<file path="src/tlvi_defines.svh">
`ifndef TLVI_DEFINES_SVH
`define TLVI_DEFINES_SVH

// Number of polled slots, slot 0 is the reserved one.
`define TLVI_NSLOT        13

// Polling slots, lowest index polled first.
`define TLVI_SLOT_RSVD    4'h0
`define TLVI_SLOT_EXT0    4'h1
`define TLVI_SLOT_TMR0    4'h2
`define TLVI_SLOT_EXT1    4'h3
`define TLVI_SLOT_TMR1    4'h4
`define TLVI_SLOT_UARTA   4'h5
`define TLVI_SLOT_TMR2    4'h6
`define TLVI_SLOT_SPI     4'h7
`define TLVI_SLOT_USB     4'h8
`define TLVI_SLOT_I2C     4'h9
`define TLVI_SLOT_ADC     4'hA
`define TLVI_SLOT_CARR    4'hB
`define TLVI_SLOT_UARTB   4'hC

// Vector addresses in program memory.
`define TLVI_VEC_RSVD     16'h0063
`define TLVI_VEC_EXT0     16'h0003
`define TLVI_VEC_TMR0     16'h000B
`define TLVI_VEC_EXT1     16'h0013
`define TLVI_VEC_TMR1     16'h001B
`define TLVI_VEC_UARTA    16'h0023
`define TLVI_VEC_TMR2     16'h002B
`define TLVI_VEC_USB      16'h0033
`define TLVI_VEC_ADC      16'h003B
`define TLVI_VEC_I2C      16'h0043
`define TLVI_VEC_SPI      16'h0053
`define TLVI_VEC_CARR     16'h005B
`define TLVI_VEC_UARTB    16'h006B

// Bit positions in the enable and priority registers.
`define TLVI_BIT_GATE     7
`define TLVI_BIT_A_USB    0
`define TLVI_BIT_A_I2C    1
`define TLVI_BIT_A_UARTB  4
`define TLVI_BIT_A_CARR   5
`define TLVI_BIT_A_SPI    6
`define TLVI_BIT_A_ADC    7

// Bit positions in the timer, timer 2, I2C status and ADC control registers.
`define TLVI_BIT_IT0      0
`define TLVI_BIT_IT1      2
`define TLVI_BIT_TF0      5
`define TLVI_BIT_TF1      7
`define TLVI_BIT_TF2      7
`define TLVI_BIT_TIMER2_EXTERNAL_FLAG     6
`define TLVI_BIT_I2C      5
`define TLVI_BIT_ADC      7

// Slots whose flag is always cleared by hardware on vectoring.
`define TLVI_AUTO_CLR     13'h0_294

`endif

</file>
<file path="src/tlvi_pkg.sv">
`default_nettype none
package tlvi_pkg;

  typedef struct packed {
    logic [12:0] sample;
    logic        call;
    logic [15:0] vec;
    logic [3:0]  idx;
    logic        svc_hi;
    logic        svc_lo;
    logic [12:0] hw_clr;
  } tlvi_state_t;

  typedef struct packed {
    logic sync1;
    logic sync2;
    logic prev;
    logic flag;
  } tlvi_ext_state_t;

endpackage
`default_nettype wire

</file>
<file path="src/tlvi_ext_flag.sv">
`default_nettype none
`include "tlvi_defines.svh"
module tlvi_ext_flag
  import tlvi_pkg::*;
(
  // Clock and reset
  input  wire logic clk,
  input  wire logic rst_n,
  // Pin and control
  input  wire logic pin,
  input  wire logic trig_edge,
  input  wire logic clr,
  // Pending flag
  output logic      flag
);

  tlvi_ext_state_t q;
  tlvi_ext_state_t d;

  always_comb begin
    d       = q;
    d.sync1 = pin;
    d.sync2 = q.sync1;
    d.prev  = q.sync2;
    if (trig_edge) begin
      // A falling edge in the clearing cycle is kept.
      if (q.prev && !q.sync2) begin
        d.flag = 1'b1;
      end else if (clr) begin
        d.flag = 1'b0;
      end
    end else begin
      // Level mode tracks the pin, so only the source can drop it.
      d.flag = !q.sync2;
    end
  end

  always_ff @(posedge clk or negedge rst_n) begin
    if (!rst_n) begin
      q <= '{sync1: 1'b1, sync2: 1'b1, prev: 1'b1, flag: 1'b0};
    end else begin
      q <= d;
    end
  end

  assign flag = q.flag;

endmodule
`default_nettype wire

</file>
<file path="src/tlvi_poll_pick.sv">
`default_nettype none
`include "tlvi_defines.svh"
module tlvi_poll_pick
  import tlvi_pkg::*;
(
  // Requests and levels
  input  wire logic [12:0] req,
  input  wire logic [12:0] prio_hi,
  // Winner
  output logic             found,
  output logic             win_hi,
  output logic [3:0]       win_idx
);

  function automatic logic [3:0] first_set(input logic [12:0] v);
    logic [3:0] r;
    r = 4'h0;
    for (int i = `TLVI_NSLOT - 1; i >= 0; i--) begin
      if (v[i]) begin
        r = 4'(i);
      end
    end
    return r;
  endfunction

  logic [12:0] req_hi;
  logic [12:0] req_lo;

  assign req_hi = req & prio_hi;
  assign req_lo = req & ~prio_hi;

  // The high level is searched first, then polling order inside it.
  always_comb begin
    found   = |req;
    win_hi  = |req_hi;
    win_idx = win_hi ? first_set(req_hi) : first_set(req_lo);
  end

endmodule
`default_nettype wire

</file>
<file path="src/tlvi_ctrl.sv">
`default_nettype none
`include "tlvi_defines.svh"
module tlvi_ctrl
  import tlvi_pkg::*;
#(
  parameter logic [15:0] VEC_UARTB = `TLVI_VEC_UARTB
)
(
  // Clock and reset
  input  wire logic        clk,
  input  wire logic        rst_n,
  // Core timing and instruction state
  input  wire logic        mcyc_start,
  input  wire logic        last_cycle,
  input  wire logic        wr_irq_reg,
  input  wire logic        return_from_interrupt,
  // Enable and priority registers
  input  wire logic [7:0]  enable_reg_primary,
  input  wire logic [7:0]  enable_reg_additional,
  input  wire logic [7:0]  priority_reg_primary,
  input  wire logic [7:0]  priority_reg_additional,
  // External interrupt pins
  input  wire logic        external_irq_a,
  input  wire logic        external_irq_b,
  // Peripheral flag registers
  input  wire logic [7:0]  timer_control_reg,
  input  wire logic [7:0]  timer2_control_reg,
  input  wire logic [7:0]  uart_a_control_reg,
  input  wire logic [7:0]  uart_b_control_reg,
  input  wire logic [7:0]  spi_status_reg,
  input  wire logic [7:0]  i2c_status_reg,
  input  wire logic [7:0]  adc_control_reg,
  input  wire logic [7:0]  counter_array_status_reg,
  input  wire logic [31:0] usb_flag_regs,
  // Call request to the core
  output logic             long_call,
  output logic [15:0]      vector_addr,
  // In-service levels
  output logic             service_hi,
  output logic             service_lo,
  // Pending flags owned here
  output logic             ext0_pending,
  output logic             ext1_pending,
  // Hardware flag clears, one per slot
  output logic [12:0]      hw_clear
);

  tlvi_state_t q;
  tlvi_state_t d;

  function automatic logic [15:0] vec_of(input logic [3:0] s);
    logic [15:0] v;
    v = `TLVI_VEC_RSVD;
    unique case (s)
      `TLVI_SLOT_EXT0:  v = `TLVI_VEC_EXT0;
      `TLVI_SLOT_TMR0:  v = `TLVI_VEC_TMR0;
      `TLVI_SLOT_EXT1:  v = `TLVI_VEC_EXT1;
      `TLVI_SLOT_TMR1:  v = `TLVI_VEC_TMR1;
      `TLVI_SLOT_UARTA: v = `TLVI_VEC_UARTA;
      `TLVI_SLOT_TMR2:  v = `TLVI_VEC_TMR2;
      `TLVI_SLOT_SPI:   v = `TLVI_VEC_SPI;
      `TLVI_SLOT_USB:   v = `TLVI_VEC_USB;
      `TLVI_SLOT_I2C:   v = `TLVI_VEC_I2C;
      `TLVI_SLOT_ADC:   v = `TLVI_VEC_ADC;
      `TLVI_SLOT_CARR:  v = `TLVI_VEC_CARR;
      `TLVI_SLOT_UARTB: v = VEC_UARTB;
      default:          v = `TLVI_VEC_RSVD;
    endcase
    return v;
  endfunction

  // Maps the primary and additional register layout onto slots.
  function automatic logic [12:0] to_slots(input logic [7:0] pri,
                                           input logic [7:0] add);
    logic [12:0] s;
    s                   = '0;
    s[6:1]              = pri[5:0];
    s[`TLVI_SLOT_USB]   = add[`TLVI_BIT_A_USB];
    s[`TLVI_SLOT_I2C]   = add[`TLVI_BIT_A_I2C];
    s[`TLVI_SLOT_UARTB] = add[`TLVI_BIT_A_UARTB];
    s[`TLVI_SLOT_CARR]  = add[`TLVI_BIT_A_CARR];
    s[`TLVI_SLOT_SPI]   = add[`TLVI_BIT_A_SPI];
    s[`TLVI_SLOT_ADC]   = add[`TLVI_BIT_A_ADC];
    return s;
  endfunction

  logic        ext0_flag;
  logic        ext1_flag;
  logic        ext0_edge;
  logic        ext1_edge;
  logic [12:0] raw;
  logic [12:0] en;
  logic [12:0] prio_hi;
  logic [12:0] req;
  logic        gate;
  logic        found;
  logic        win_hi;
  logic [3:0]  win_idx;
  logic        blocked;
  logic        busy;
  logic        grant;
  logic        return_from_interrupt_done;
  logic [12:0] auto_clr;

  assign ext0_edge = timer_control_reg[`TLVI_BIT_IT0];
  assign ext1_edge = timer_control_reg[`TLVI_BIT_IT1];

  tlvi_ext_flag u_ext0 (
    .clk       (clk),
    .rst_n     (rst_n),
    .pin       (external_irq_a),
    .trig_edge (ext0_edge),
    .clr       (q.hw_clr[`TLVI_SLOT_EXT0]),
    .flag      (ext0_flag)
  );

  tlvi_ext_flag u_ext1 (
    .clk       (clk),
    .rst_n     (rst_n),
    .pin       (external_irq_b),
    .trig_edge (ext1_edge),
    .clr       (q.hw_clr[`TLVI_SLOT_EXT1]),
    .flag      (ext1_flag)
  );

  // The reserved slot has no flag source and never requests.
  always_comb begin
    raw                   = '0;
    raw[`TLVI_SLOT_EXT0]  = ext0_flag;
    raw[`TLVI_SLOT_TMR0]  = timer_control_reg[`TLVI_BIT_TF0];
    raw[`TLVI_SLOT_EXT1]  = ext1_flag;
    raw[`TLVI_SLOT_TMR1]  = timer_control_reg[`TLVI_BIT_TF1];
    raw[`TLVI_SLOT_UARTA] = |uart_a_control_reg[1:0];
    raw[`TLVI_SLOT_TMR2]  = timer2_control_reg[`TLVI_BIT_TF2]
                          | timer2_control_reg[`TLVI_BIT_TIMER2_EXTERNAL_FLAG];
    raw[`TLVI_SLOT_SPI]   = |spi_status_reg[3:0];
    raw[`TLVI_SLOT_USB]   = |usb_flag_regs;
    raw[`TLVI_SLOT_I2C]   = i2c_status_reg[`TLVI_BIT_I2C];
    raw[`TLVI_SLOT_ADC]   = adc_control_reg[`TLVI_BIT_ADC];
    raw[`TLVI_SLOT_CARR]  = |counter_array_status_reg;
    raw[`TLVI_SLOT_UARTB] = |uart_b_control_reg[1:0];
  end

  assign gate    = enable_reg_primary[`TLVI_BIT_GATE];
  assign en      = to_slots(enable_reg_primary, enable_reg_additional);
  assign prio_hi = to_slots(priority_reg_primary, priority_reg_additional);
  assign req     = q.sample & en & {13{gate}};

  tlvi_poll_pick u_pick (
    .req     (req),
    .prio_hi (prio_hi),
    .found   (found),
    .win_hi  (win_hi),
    .win_idx (win_idx)
  );

  // A low routine in service never blocks a high winner, which is the preemption path.
  assign busy      = q.svc_hi || (!win_hi && q.svc_lo);
  assign blocked   = busy || !last_cycle || wr_irq_reg
                   || return_from_interrupt;
  assign grant     = mcyc_start && found && !blocked;
  assign return_from_interrupt_done = mcyc_start && last_cycle && return_from_interrupt;

  // Edge-mode external flags clear on vectoring, level-mode ones do not.
  always_comb begin
    auto_clr                  = `TLVI_AUTO_CLR;
    auto_clr[`TLVI_SLOT_EXT0] = ext0_edge;
    auto_clr[`TLVI_SLOT_EXT1] = ext1_edge;
  end

  always_comb begin
    d        = q;
    d.call   = 1'b0;
    d.hw_clr = '0;
    if (mcyc_start) begin
      // Only the newest sample is polled, so a denied request is polled again only while its flag is still set.
      d.sample = raw;
      if (grant) begin
        d.call = 1'b1;
        d.vec  = vec_of(win_idx);
        d.idx  = win_idx;
        if (win_hi) begin
          d.svc_hi = 1'b1;
        end else begin
          d.svc_lo = 1'b1;
        end
        d.hw_clr[win_idx] = auto_clr[win_idx];
      end else if (return_from_interrupt_done) begin
        // A plain return has no input here, so it cannot end a level.
        if (q.svc_hi) begin
          d.svc_hi = 1'b0;
        end else begin
          d.svc_lo = 1'b0;
        end
      end
    end
  end

  always_ff @(posedge clk or negedge rst_n) begin
    if (!rst_n) begin
      q <= '0;
    end else begin
      q <= d;
    end
  end

  assign long_call   = q.call;
  assign vector_addr = q.vec;
  assign service_hi  = q.svc_hi;
  assign service_lo  = q.svc_lo;
  assign hw_clear    = q.hw_clr;

  // Pending flags are registered inside the edge units.
  assign ext0_pending = ext0_flag;
  assign ext1_pending = ext1_flag;

  AST_CALL_ON_POLL: assert property (@(posedge clk) disable iff (!rst_n)
    long_call |-> $past(mcyc_start))
    else $error("call raised outside a poll");

  AST_BLOCKED_NO_CALL: assert property (@(posedge clk) disable iff (!rst_n)
    mcyc_start && (!last_cycle || wr_irq_reg || return_from_interrupt) |=> !long_call)
    else $error("call raised in a blocked cycle");

  AST_GATE_OFF: assert property (@(posedge clk) disable iff (!rst_n)
    mcyc_start && !gate |=> !long_call)
    else $error("call raised with gate closed");

  AST_HI_EXCLUSIVE: assert property (@(posedge clk) disable iff (!rst_n)
    long_call |-> !$past(service_hi))
    else $error("call raised while high level in service");

  AST_LO_NEEDS_HI: assert property (@(posedge clk) disable iff (!rst_n)
    long_call && $past(service_lo) |-> service_hi && !$past(service_hi))
    else $error("low routine interrupted by non-high request");

  AST_VEC_EXT0: assert property (@(posedge clk) disable iff (!rst_n)
    long_call && q.idx == `TLVI_SLOT_EXT0 |-> vector_addr == `TLVI_VEC_EXT0)
    else $error("wrong vector for external input a");

  AST_TMR0_CLEAR: assert property (@(posedge clk) disable iff (!rst_n)
    long_call && q.idx == `TLVI_SLOT_TMR0 |-> hw_clear[`TLVI_SLOT_TMR0] ##1 !hw_clear[`TLVI_SLOT_TMR0])
    else $error("timer 0 flag not cleared by one pulse");

  AST_NO_CLEAR_UART: assert property (@(posedge clk) disable iff (!rst_n)
    !hw_clear[`TLVI_SLOT_UARTA] && !hw_clear[`TLVI_SLOT_USB])
    else $error("software-cleared flag cleared by hardware");

  AST_RETURN_FROM_INTERRUPT_ENDS: assert property (@(posedge clk) disable iff (!rst_n)
    mcyc_start && last_cycle && return_from_interrupt && service_hi |=> !service_hi)
    else $error("return did not end high level");

  AST_SAMPLE_USED: assert property (@(posedge clk) disable iff (!rst_n)
    mcyc_start && !q.sample[`TLVI_SLOT_ADC] ##1 long_call |-> q.idx != `TLVI_SLOT_ADC)
    else $error("serviced a slot absent from the sample");

  AST_CALL_QUALIFIED: assert property (@(posedge clk) disable iff (!rst_n)
    long_call |-> $past(last_cycle) && !$past(wr_irq_reg) && !$past(return_from_interrupt))
    else $error("call raised without a clean final cycle");

  AST_CALL_GATED: assert property (@(posedge clk) disable iff (!rst_n)
    long_call |-> $past(enable_reg_primary[`TLVI_BIT_GATE]))
    else $error("call raised while the global gate was clear");

  AST_CALL_ENABLED: assert property (@(posedge clk) disable iff (!rst_n)
    long_call |-> ($past(en) & (13'h1 << q.idx)) != 13'h0)
    else $error("call raised for a disabled source");

  AST_CALL_SAMPLED: assert property (@(posedge clk) disable iff (!rst_n)
    long_call |-> ($past(q.sample) & (13'h1 << q.idx)) != 13'h0)
    else $error("call raised for a source missing from the last sample");

  AST_LO_ORDER: assert property (@(posedge clk) disable iff (!rst_n)
    long_call && !service_hi |-> ($past(req) & ((13'h1 << q.idx) - 13'h1)) == 13'h0)
    else $error("low winner skipped an earlier polled request");

  AST_HI_ORDER: assert property (@(posedge clk) disable iff (!rst_n)
    long_call && service_hi |-> ($past(req & prio_hi) & ((13'h1 << q.idx) - 13'h1)) == 13'h0)
    else $error("high winner skipped an earlier polled request");

  AST_LO_NO_HI_WAITING: assert property (@(posedge clk) disable iff (!rst_n)
    long_call && !service_hi |-> $past(req & prio_hi) == 13'h0)
    else $error("low request served while a high request waited");

  AST_LEVEL_BY_PRIO: assert property (@(posedge clk) disable iff (!rst_n)
    long_call |-> service_hi == (($past(prio_hi) & (13'h1 << q.idx)) != 13'h0))
    else $error("service level does not match the priority bit");

  AST_IDLE_GRANT: assert property (@(posedge clk) disable iff (!rst_n)
    mcyc_start && found && last_cycle && !wr_irq_reg && !return_from_interrupt
      && !service_hi && !service_lo |=> long_call)
    else $error("free poll with a request raised no call");

  AST_NO_REQ_NO_CALL: assert property (@(posedge clk) disable iff (!rst_n)
    mcyc_start && !found |=> !long_call)
    else $error("call raised without any request");

  AST_CLEAR_NEEDS_CALL: assert property (@(posedge clk) disable iff (!rst_n)
    hw_clear != 13'h0 |-> long_call && (hw_clear & ~(13'h1 << q.idx)) == 13'h0)
    else $error("flag clear outside the winning slot");

  AST_EXT0_CLEAR_MODE: assert property (@(posedge clk) disable iff (!rst_n)
    long_call && q.idx == `TLVI_SLOT_EXT0 |-> hw_clear[`TLVI_SLOT_EXT0] == $past(ext0_edge))
    else $error("external input a clear does not follow its trigger type");

  AST_LO_RETURN: assert property (@(posedge clk) disable iff (!rst_n)
    mcyc_start && last_cycle && return_from_interrupt && !service_hi && service_lo |=> !service_lo)
    else $error("return did not end low level");

  AST_LO_HOLD: assert property (@(posedge clk) disable iff (!rst_n)
    service_lo && !(mcyc_start && last_cycle && return_from_interrupt) |=> service_lo)
    else $error("low level ended without a return");

  AST_HI_HOLD: assert property (@(posedge clk) disable iff (!rst_n)
    service_hi && !(mcyc_start && last_cycle && return_from_interrupt) |=> service_hi)
    else $error("high level ended without a return");

  AST_VEC_UARTB: assert property (@(posedge clk) disable iff (!rst_n)
    long_call && q.idx == `TLVI_SLOT_UARTB |-> vector_addr == VEC_UARTB)
    else $error("wrong vector for uart b");

endmodule
`default_nettype wire

</file>
<file path="config.mk">
export PLATFORM = sky130hd
export DESIGN_NAME = tlvi_ctrl
export DESIGN_NICKNAME = d
export VERILOG_FILES = /design/src/tlvi_pkg.sv /design/src/tlvi_ext_flag.sv /design/src/tlvi_poll_pick.sv /design/src/tlvi_ctrl.sv
export VERILOG_INCLUDE_DIRS = /design/src
export SDC_FILE = /design/constraint.sdc
export NUM_CORES = 1
export LEC_CHECK = 0
export BUFFER_PORTS_ARGS = -buffer_cell sky130_fd_sc_hd__buf_2
export CAP_MARGIN = 10
export CORE_UTILIZATION = 40
export CTS_CLUSTER_DIAMETER = 100
export DETAILED_ROUTE_END_ITERATION = 12
export GPL_TIMING_DRIVEN = 0
export PLACE_DENSITY = 0.74
export SYNTH_ARGS = -nofsm -noshare
export SYNTH_HDL_FRONTEND = slang
export SYNTH_SLANG_ARGS = --single-unit
</file>
<file path="constraint.sdc">
create_clock -name clk -period 2.9 [get_ports clk]
set_clock_uncertainty 0.05 [all_clocks]
set_input_delay 0.145 -clock clk [delete_from_list [all_inputs] [get_ports clk]]
set_output_delay 0.145 -clock clk [all_outputs]
set_load 0.01 [all_outputs]
</file>
==> results.txt, run 1 <==
- Among all flip-flop cells after synthesis, the most frequent one is dfrtp_1.
* Top-level I/O count: 170
- Endpoint type of the worst setup path: flip-flop
* Cell Chain, Critical Path: nand4_1, and4_1, and4_1, clkbuf_1, o21a_1, a211o_2, ha_1, nand2b_1, o221ai_1, o21a_1
* Worst flop-to-flop path endpoint: vector_addr[4]
- The path class of the tightest hold or removal check is primary input to flip-flop.
- Among cell families on the critical path, the largest total delay comes from compound AO/OA/AOI/OAI gates.
* Share of the synthesized area in the top cell type: 34.3%
* Height of the die: 81.9 um
- The via count of the first global-routing pass came to 2339.
- dfrtp_1 takes more of the synthesized area than any other cell.
- In this run the worst setup path terminates at vector_addr[4].
* Post-synthesis instance total: 261
- Setup repair after global routing missed its margin: false
- Ant. Diodes: 0
* Post-route setup TNS: 0 ps
* Clock tree from TritonCTS: yes
* FFs w/ async S/R, synth: 100%
- The tool flagged a number of max-cap violations equal to 0.
- Routing usage on met1: 26.1%
- The max-slew violation total from the final report was 0.
- The initial antenna violation count was 0.
* Detailed-placement wirelength estimate: 5520 um
- Core outline area: 0.00603 sq mm
- Once the floorplan was initialized, standard cells occupied 42.4% of the core.
- Wire length of the first global-routing pass: 11000 um
- Area delta synth->final: 32.6%
- Total routing usage reported by global routing: 21.8%
* Grt met3 use: 3.44%
- Slew headroom: 41.2%
- Worst min-delay path startpoint: adc_control_reg[7]
- At the pin with the least slew margin, the transition time is 882 ps.
* Number of cells on the critical path: 10
- Count of unique library cells instantiated by Yosys: 56
- Number of filler cells placed in the layout: 561
- Met2 demand-to-capacity share in global routing: 39.0%
* Slowest cell on crit path: dfrtp_1
* Top-count cell post-synth: dfrtp_1
* Area of all sequential standard cells: 0.00103 sq mm
* Reg2reg setup slack: 170 ps
- Placer congestion estimate: 0.890
- Number of buffers created by CTS: 5
- Nature of the critical path startpoint: flip-flop
- The count of endpoints failing hold in the final timing report was 0.
* Number of DRC markers in iteration 0: 186
- Setup violations remaining at the end of the flow were counted as 0.
- Sink Count: 41
* Number of routed nets with antenna violations: 0
- Yosys mapped a number of flops with a built-in enable equal to 0.
- Detailed routing inserted a total of 2547 vias.
* Via-to-Cell Ratio: 5.43
- Die outline area: 0.00671 sq mm
- Final period util: 94.2%
* Post-Syn Area: 0.00255 sq mm
- Shortest clock period the worst path allows after layout: 2730 ps
- The clock reaches the later pin of the worst-skew pair after 290 ps.
* Detailed-route DRC error count: 0
- Maximum fanout count along the critical path: 7
- Layer with the highest usage: met2
- The final layout contains routed wiring with a total length of 6880 um.
- In this run the deepest clock path goes through 2 buffers.
- Clock-pin slew on the worst setup and hold paths: 90 ps
- Counting flops and latches in the post-synthesis netlist gives 41.
- Number of port buffers: 112
- In this run the worst setup path begins at q[47].
* Endpoint required time on the critical path: 3090 ps
* Power density relative to cell area: 466 mW/mm^2
- Before antenna repair, the detailed router went through 4 iterations.
- Pin count of the biggest net entering global routing: 42
* Total number of placement rows: 28
* Sum of overflow across all layers after global routing: 0
* Share of cells above drive strength 1: 43.4%
- The root buffer cell chosen for the clock tree is clkbuf_8.
- After synthesis, flip-flops and latches occupy 40.5% of the total area.
- The worst register-to-register path has a depth of 10.
- Overall power: 1.58 mW
- The die is 81.9 um wide.
- Maximum vdd ir drop: 0.214 mV
* Most frequent cells after synthesis: 35 x dfrtp_1, 30 x buf_4, 19 x nor2_1, 14 x nand4_1
* Static leakage: 1.68 nW
- Ranked by total cell area, the synthesized netlist is headed by dfrtp_1 34%, buf_4 8.8%, dfstp_2 6.2%, and4b_1 3.5%, nand4_1 3.4%.
- Detail-routed net length per standard cell: 14.7 um
- Worst setup path class: flip-flop to flip-flop
- Avg Cell Area, Syn: 9.78 sq um
* Crit path buffers/inverters: 1
- In this run the number of H-tree levels came out at 2.
* Synth Warn #: 0
- Timing would allow up to 366 MHz.
- In the final layout, the multi-input gates occupy 0.00127 sq mm.
- The run finished with clean final reports.
- The net count of the finished layout is 534.
* Worst r2r src: q[47]
- Data on the critical path arrives at its endpoint at 2920 ps.
- Worst hold slack after final layout: 32.2 ps
* CP max stage delay: 420 ps
## stage by stage
stage / cells / instance area, sq um / util [%] / setup slack (ps)
final: 469 / 3390 / 56.2 / 169
after CTS: 469 / 3380 / 56.1 / 164
after global routing: 469 / 3390 / 56.2 / 8.10
after global placement: 458 / 3250 / 53.9 / 99.9
after floorplan: 271 / 2590 / - / 470
after detailed placement: 458 / 3250 / 53.9 / 82.1
## kinds of logic after synthesis
kind of cell    after synthesis  share of synthesized area, %
simple gates                115                          28.2
compound gates               49                          14.2
buf+inv                      43                          11.5
flops                        41                          40.5
mux                           7                          3.04
fa+ha+maj                     5                          2.45
other cells                   1                         0.147
## area by class of cell
cell class                 count  share of cell area [%]
clock buffer                   6                    2.14
inverter                       7                   0.776
tap                           75                    2.77
multi-input combinational    187                    37.4
buffer                        36                    7.91
sequential                    41                    30.5
clock inverter                 2                    1.03
timing repair buffer         115                    17.4
## worst min-delay path by stage
stage	to	cells after the start
floorplan	hw_clear[0]	0
global route	q[45]	2
detailed placement	u_ext0.d[2]	1
finish	q[46]	2
CTS	q[46]	2
global placement	u_ext0.d[2]	1
## where the power goes
group | internal, mW | switching, mW
sequential | 0.625 | 0.0378
combinational | 0.229 | 0.227
clock | 0.256 | 0.204
total | 1.11 | 0.469
## metal layers
| metal | wire length, um | vias up |
|---|---|---|
| met3 | 471 | 17 |
| met5 | 0 | - |
| met1 | 2740 | 1193 |
| met4 | 154 | 0 |
| met2 | 3510 | 121 |
| li1 | - | 1216 |
## placed cells by master, fill, tap and decap left out, drive strengths merged, types with 5 or more instances in the layout
master    n
mux2      6
dfstp     6
buf     146
ha        5
nor3      5
o21ai     6
nor4     11
and4b     9
dfrtp    35
nand4    14
a211oi    5
clkbuf    8
nor2     19
a21oi     8
and4      5
nand2    11
inv       7
nand4b    9
conb     11
and2     10
## flip-flops by register name, summed over array words and instances (netlist names)
signal,cells
u_ext0.d,2
u_ext0.flag,1
service_hi,1
hw_clear,13
service_lo,1
u_ext0.q,1
u_ext1.q,1
long_call,1
q,12
u_ext1.d,2
vector_addr,5
u_ext1.flag,1
## worst register-to-register path, delay by kind of cell, from the launching register on
kind | cells | cell delay (ps)
simple gates | 4 | 870
compound gates | 4 | 860
flops | 1 | 420
fa+ha+maj | 1 | 330
buf+inv | 1 | 150
## timing repair
| item | in CTS | in global routing |
|---|---|---|
| setup buffers | 0 | 0 |
| endpoints found under the setup margin | 0 | 3 |
| resized for setup | 0 | 2 |
| hold endpoints to repair | 37 | 0 |
| hold buffers | 3 | 0 |
(Power assumes the default switching activity.)
==> run 2, diff against run 1 <==
--- a/config.mk
+++ b/config.mk
@@ -8,11 +8,11 @@
 export LEC_CHECK = 0
 export BUFFER_PORTS_ARGS = -buffer_cell sky130_fd_sc_hd__buf_2
 export CAP_MARGIN = 10
-export CORE_UTILIZATION = 40
+export CORE_UTILIZATION = 38
 export CTS_CLUSTER_DIAMETER = 100
 export DETAILED_ROUTE_END_ITERATION = 12
 export GPL_TIMING_DRIVEN = 0
-export PLACE_DENSITY = 0.74
+export PLACE_DENSITY = 0.79
 export SYNTH_ARGS = -nofsm -noshare
 export SYNTH_HDL_FRONTEND = slang
 export SYNTH_SLANG_ARGS = --single-unit
==> constraint.sdc (replaced) <==
create_clock -name clk -period 2.26 [get_ports clk]
set_clock_uncertainty 0.05 [all_clocks]
set_input_delay 0.113 -clock clk [delete_from_list [all_inputs] [get_ports clk]]
set_output_delay 0.113 -clock clk [all_outputs]
set_load 0.01 [all_outputs]
==> run 2 against run 1 <==
The flow now finishes with violations (design-rule violations, negative setup slack). Routed wire length grew 11%. Register-to-register slack lost 310 ps. Non-clock buffer count increased by 30. Count of clock-buffer cells in the layout is the same. Worst hold slack got worse by 13 ps. Global-route usage shrank 0.54 points. Worst setup slack lost 310 ps.
==> results.txt, run 2 (synthesis gave the netlist of run 1 again) <==
* Pre-CTS setup slack: -442 ps (was 82.1 ps)
* Clock tree from TritonCTS: yes (unchanged)
- Depth of the worst register-to-register path: 12 (was 10)
* Width of the die: 84.0 um (was 81.9 um)
- Worst setup path start: q[39] (was q[47])
* Detailed-placement wirelength estimate: 5660 um (was 5520 um)
- Die outline area: 0.00705 sq mm (was 0.00671 sq mm)
- Number of flip-flops in the largest register: 13 (unchanged)
* Share of cells above drive strength 1: 55.2% (was 43.4%)
- Drt first pass iters: 8 (was 4)
- The worst supply voltage drop on vdd was 0.306 mV (was 0.214 mV).
* Maximum clock frequency: 416 MHz (was 366 MHz)
* Via-to-Cell Ratio: 5.37 (was 5.43)
* Ant. Diodes: 0 (unchanged)
* Number of cells on the critical path: 12 (was 10)
- Number of DRC markers in iteration 0: 93 (was 186)
* Hold/Removal Path Class: primary input to flip-flop (unchanged)
- Total number of placement rows: 29 (was 28)
* Sink Count: 41 (unchanged)
- Cell Chain, Critical Path: buf_6, and4b_1, or2_4, a211oi_2, o221ai_2, and2_4, inv_4, ha_1, inv_1, mux2i_1, o221ai_2, o21a_1 (was nand4_1, and4_1, and4_1, clkbuf_1, o21a_1, a211o_2, ha_1, nand2b_1, o221ai_1, o21a_1)
* Crit path to: vector_addr[4] (unchanged)
* Height of the die: 84.0 um (was 81.9 um)
- The total placed cells including tap cells came to 460 (was 458).
* Worst setup path class: flip-flop to flip-flop (unchanged)
- Detailed-route DRC error count: 8 (was 0)
* Violated checks: design-rule violations, negative setup slack
* Endpoint required time on the critical path: 2400 ps (was 3090 ps)
- Number of routed nets with antenna violations: 0 (unchanged)
* Maximum fanout count along the critical path: 4 (was 7)
- Power density relative to cell area: 591 mW/mm^2 (was 466 mW/mm^2)
* Number of global-route vias before repair: 2537 (was 2339)
* Final period util: 106% (was 94.2%)
- Pin count of the biggest net entering global routing: 42 (unchanged)
- The cell that appears most often on the critical path is o221ai_2.
- Reg2reg setup slack: -140 ps (was 170 ps)
- The cell area after placement is 0.00329 sq mm (was 0.00325 sq mm).
- The remaining global-route overflow came to 0 (unchanged).
- The hold-critical path depth came to 3 (was 2).
- The highest cell delay on the worst timing path came to 440 ps (was 420 ps).
- The slew at the pin with the worst max-slew slack was 910 ps (was 882 ps).
- Shortest clock period the worst path allows after layout: 2400 ps (was 2730 ps)
- The kind of end point of the critical path is a flip-flop (unchanged).
* Nature of the critical path startpoint: flip-flop (unchanged)
* Total routing usage reported by global routing: 21.3% (was 21.8%)
- Number of pins exceeding their max-slew limit in the final report: 0 (unchanged)
- Final instance count without filler cells: 501 (was 469)
* Post-route setup TNS: -935 ps (was 0 ps)
- The initial antenna violation count came to 0 (unchanged).
- Detail-routed net length per standard cell: 15.3 um (was 14.7 um)
- The relative slew slack was 39.3% (was 41.2%).
- The via count came to 2689 (was 2547).
- The number of buffer and inverter instances along the worst setup path was 3 (was 1).
- The terminus of the critical flop-to-flop path is vector_addr[4] (unchanged).
* Source-to-sink clock delay at the later pin of the worst-skew pair: 300 ps (was 290 ps)
- Most used cells in the layout excluding fill and tap cells: 112 x buf_2, 55 x buf_4, 35 x dfrtp_1 (was 113 x buf_2, 35 x dfrtp_1, 30 x buf_4).
* Starting density of the core: 39.8% (was 42.4%)
- Final worst-path setup slack: -143 ps (was 169 ps)
- Nets: 564 (was 534)
- The number of placed I/O pins came to 170 (unchanged).
* Final Hold Violating Endpoints: 0 (unchanged)
- The cell type group with the largest total delay on the critical path is compound AO/OA/AOI/OAI gates (unchanged).
* Commonest non-fill, non-tap cell in the layout: buf_2 (unchanged)
- The maximum root-to-sink buffer count was 2 (unchanged).
* Setup repair after global routing missed its margin: true (was false)
* Result of the run: finished, violations left (was completed)
* Static leakage: 1.87 nW (was 1.68 nW)
- The core occupancy in the finished layout came to 59.8% (was 56.2%).
- Overall power: 2.27 mW (was 1.58 mW)
- CTS Root Cell: clkbuf_8 (unchanged)
* Signal arrival time at the worst endpoint: 2550 ps (was 2920 ps)
* Worst r2r src: q[39] (was q[47])
* Wire length of the first global-routing pass: 11800 um (was 11000 um)
* Number of failing setup endpoints in the final timing report: 15 (was 0)
* Max-capacitance violation count: 0 (unchanged)
- Placer congestion estimate: 0.895 (was 0.890)
- Slowest cell on crit path: dfrtp_1 (unchanged)
* Worst hold slack after final layout: 18.9 ps (was 32.2 ps)
* Clock-pin slew on the worst setup and hold paths: 80 ps (was 90 ps)
- The port buffer count was 112 (unchanged).
- The area of the core came to 0.00642 sq mm (was 0.00603 sq mm).
- The final standard cell area without fillers came to 0.00384 sq mm (was 0.00339 sq mm).
* Number of filler cells placed in the layout: 555 (was 561)
- Number of buffers created by CTS: 5 (unchanged)
- Area delta synth->final: 50.3% (was 32.6%)
* # H-tree levels: 2 (unchanged)
- Final routed wirelength across all metal layers: 7650 um (was 6880 um)
run 2: timing repair:
| action | CTS | global route |
|---|---|---|
| hold buffers | 6 | 0 |
| endpoints found under the hold margin | 40 | 0 |
| pin swaps | 22 | 7 |
| resized for setup | 28 | 17 |
| setup endpoints to repair | 16 | 17 |
| buffers inserted | 21 | 8 |
run 2: cell type report:
class                           count  area [sq um]  area share, %
Clock inverter                      2          37.5          0.978
Multi-Input combinational cell    187          1450           37.8
Tap cell                           77          96.3           2.51
Inverter                            7          28.8          0.750
Buffer                             35           267           6.94
Clock buffer                        6          82.6           2.15
Sequential cell                    41          1030           26.9
Timing Repair Buffer              146           842           21.9
run 2: how the worst min path moves through the flow:
stage | from | to | slack (ps)
floorplan | rst_n | hw_clear[0] | -230
global placement | external_irq_b | u_ext1.d[2] | 170
detailed placement | external_irq_a | u_ext0.d[2] | 170
CTS | timer_control_reg[0] | u_ext0.flag | 10
global route | timer_control_reg[0] | u_ext0.flag | 20
finish | timer_control_reg[0] | u_ext0.flag | 20
run 2: worst reg2reg max path, cell delays in order, from the launching register on:
cell and delay, ps:
dfrtp_1 440, buf_6 140, and4b_1 190, or2_4 240, a211oi_2 230, o221ai_2 160, and2_4 190, inv_4 70
ha_1 130, inv_1 40, mux2i_1 190, o221ai_2 120, o21a_1 120
run 2: layer usage:
metal  vias up  share of wire [%]  global-route usage, %
met5         -                  0                      0
met2       127                 54                   39.7
li1       1280                  -                      -
met4         0                1.6                   7.37
met3        13                5.1                   3.86
met1      1269                 39                   24.2
run 2: report_power, final:
group	switching, mW	leakage (nW)	internal, mW
clock network	0.262	0.0574	0.359
registers	0.0484	0.489	0.803
logic	0.374	1.32	0.425
total	0.684	1.87	1.59
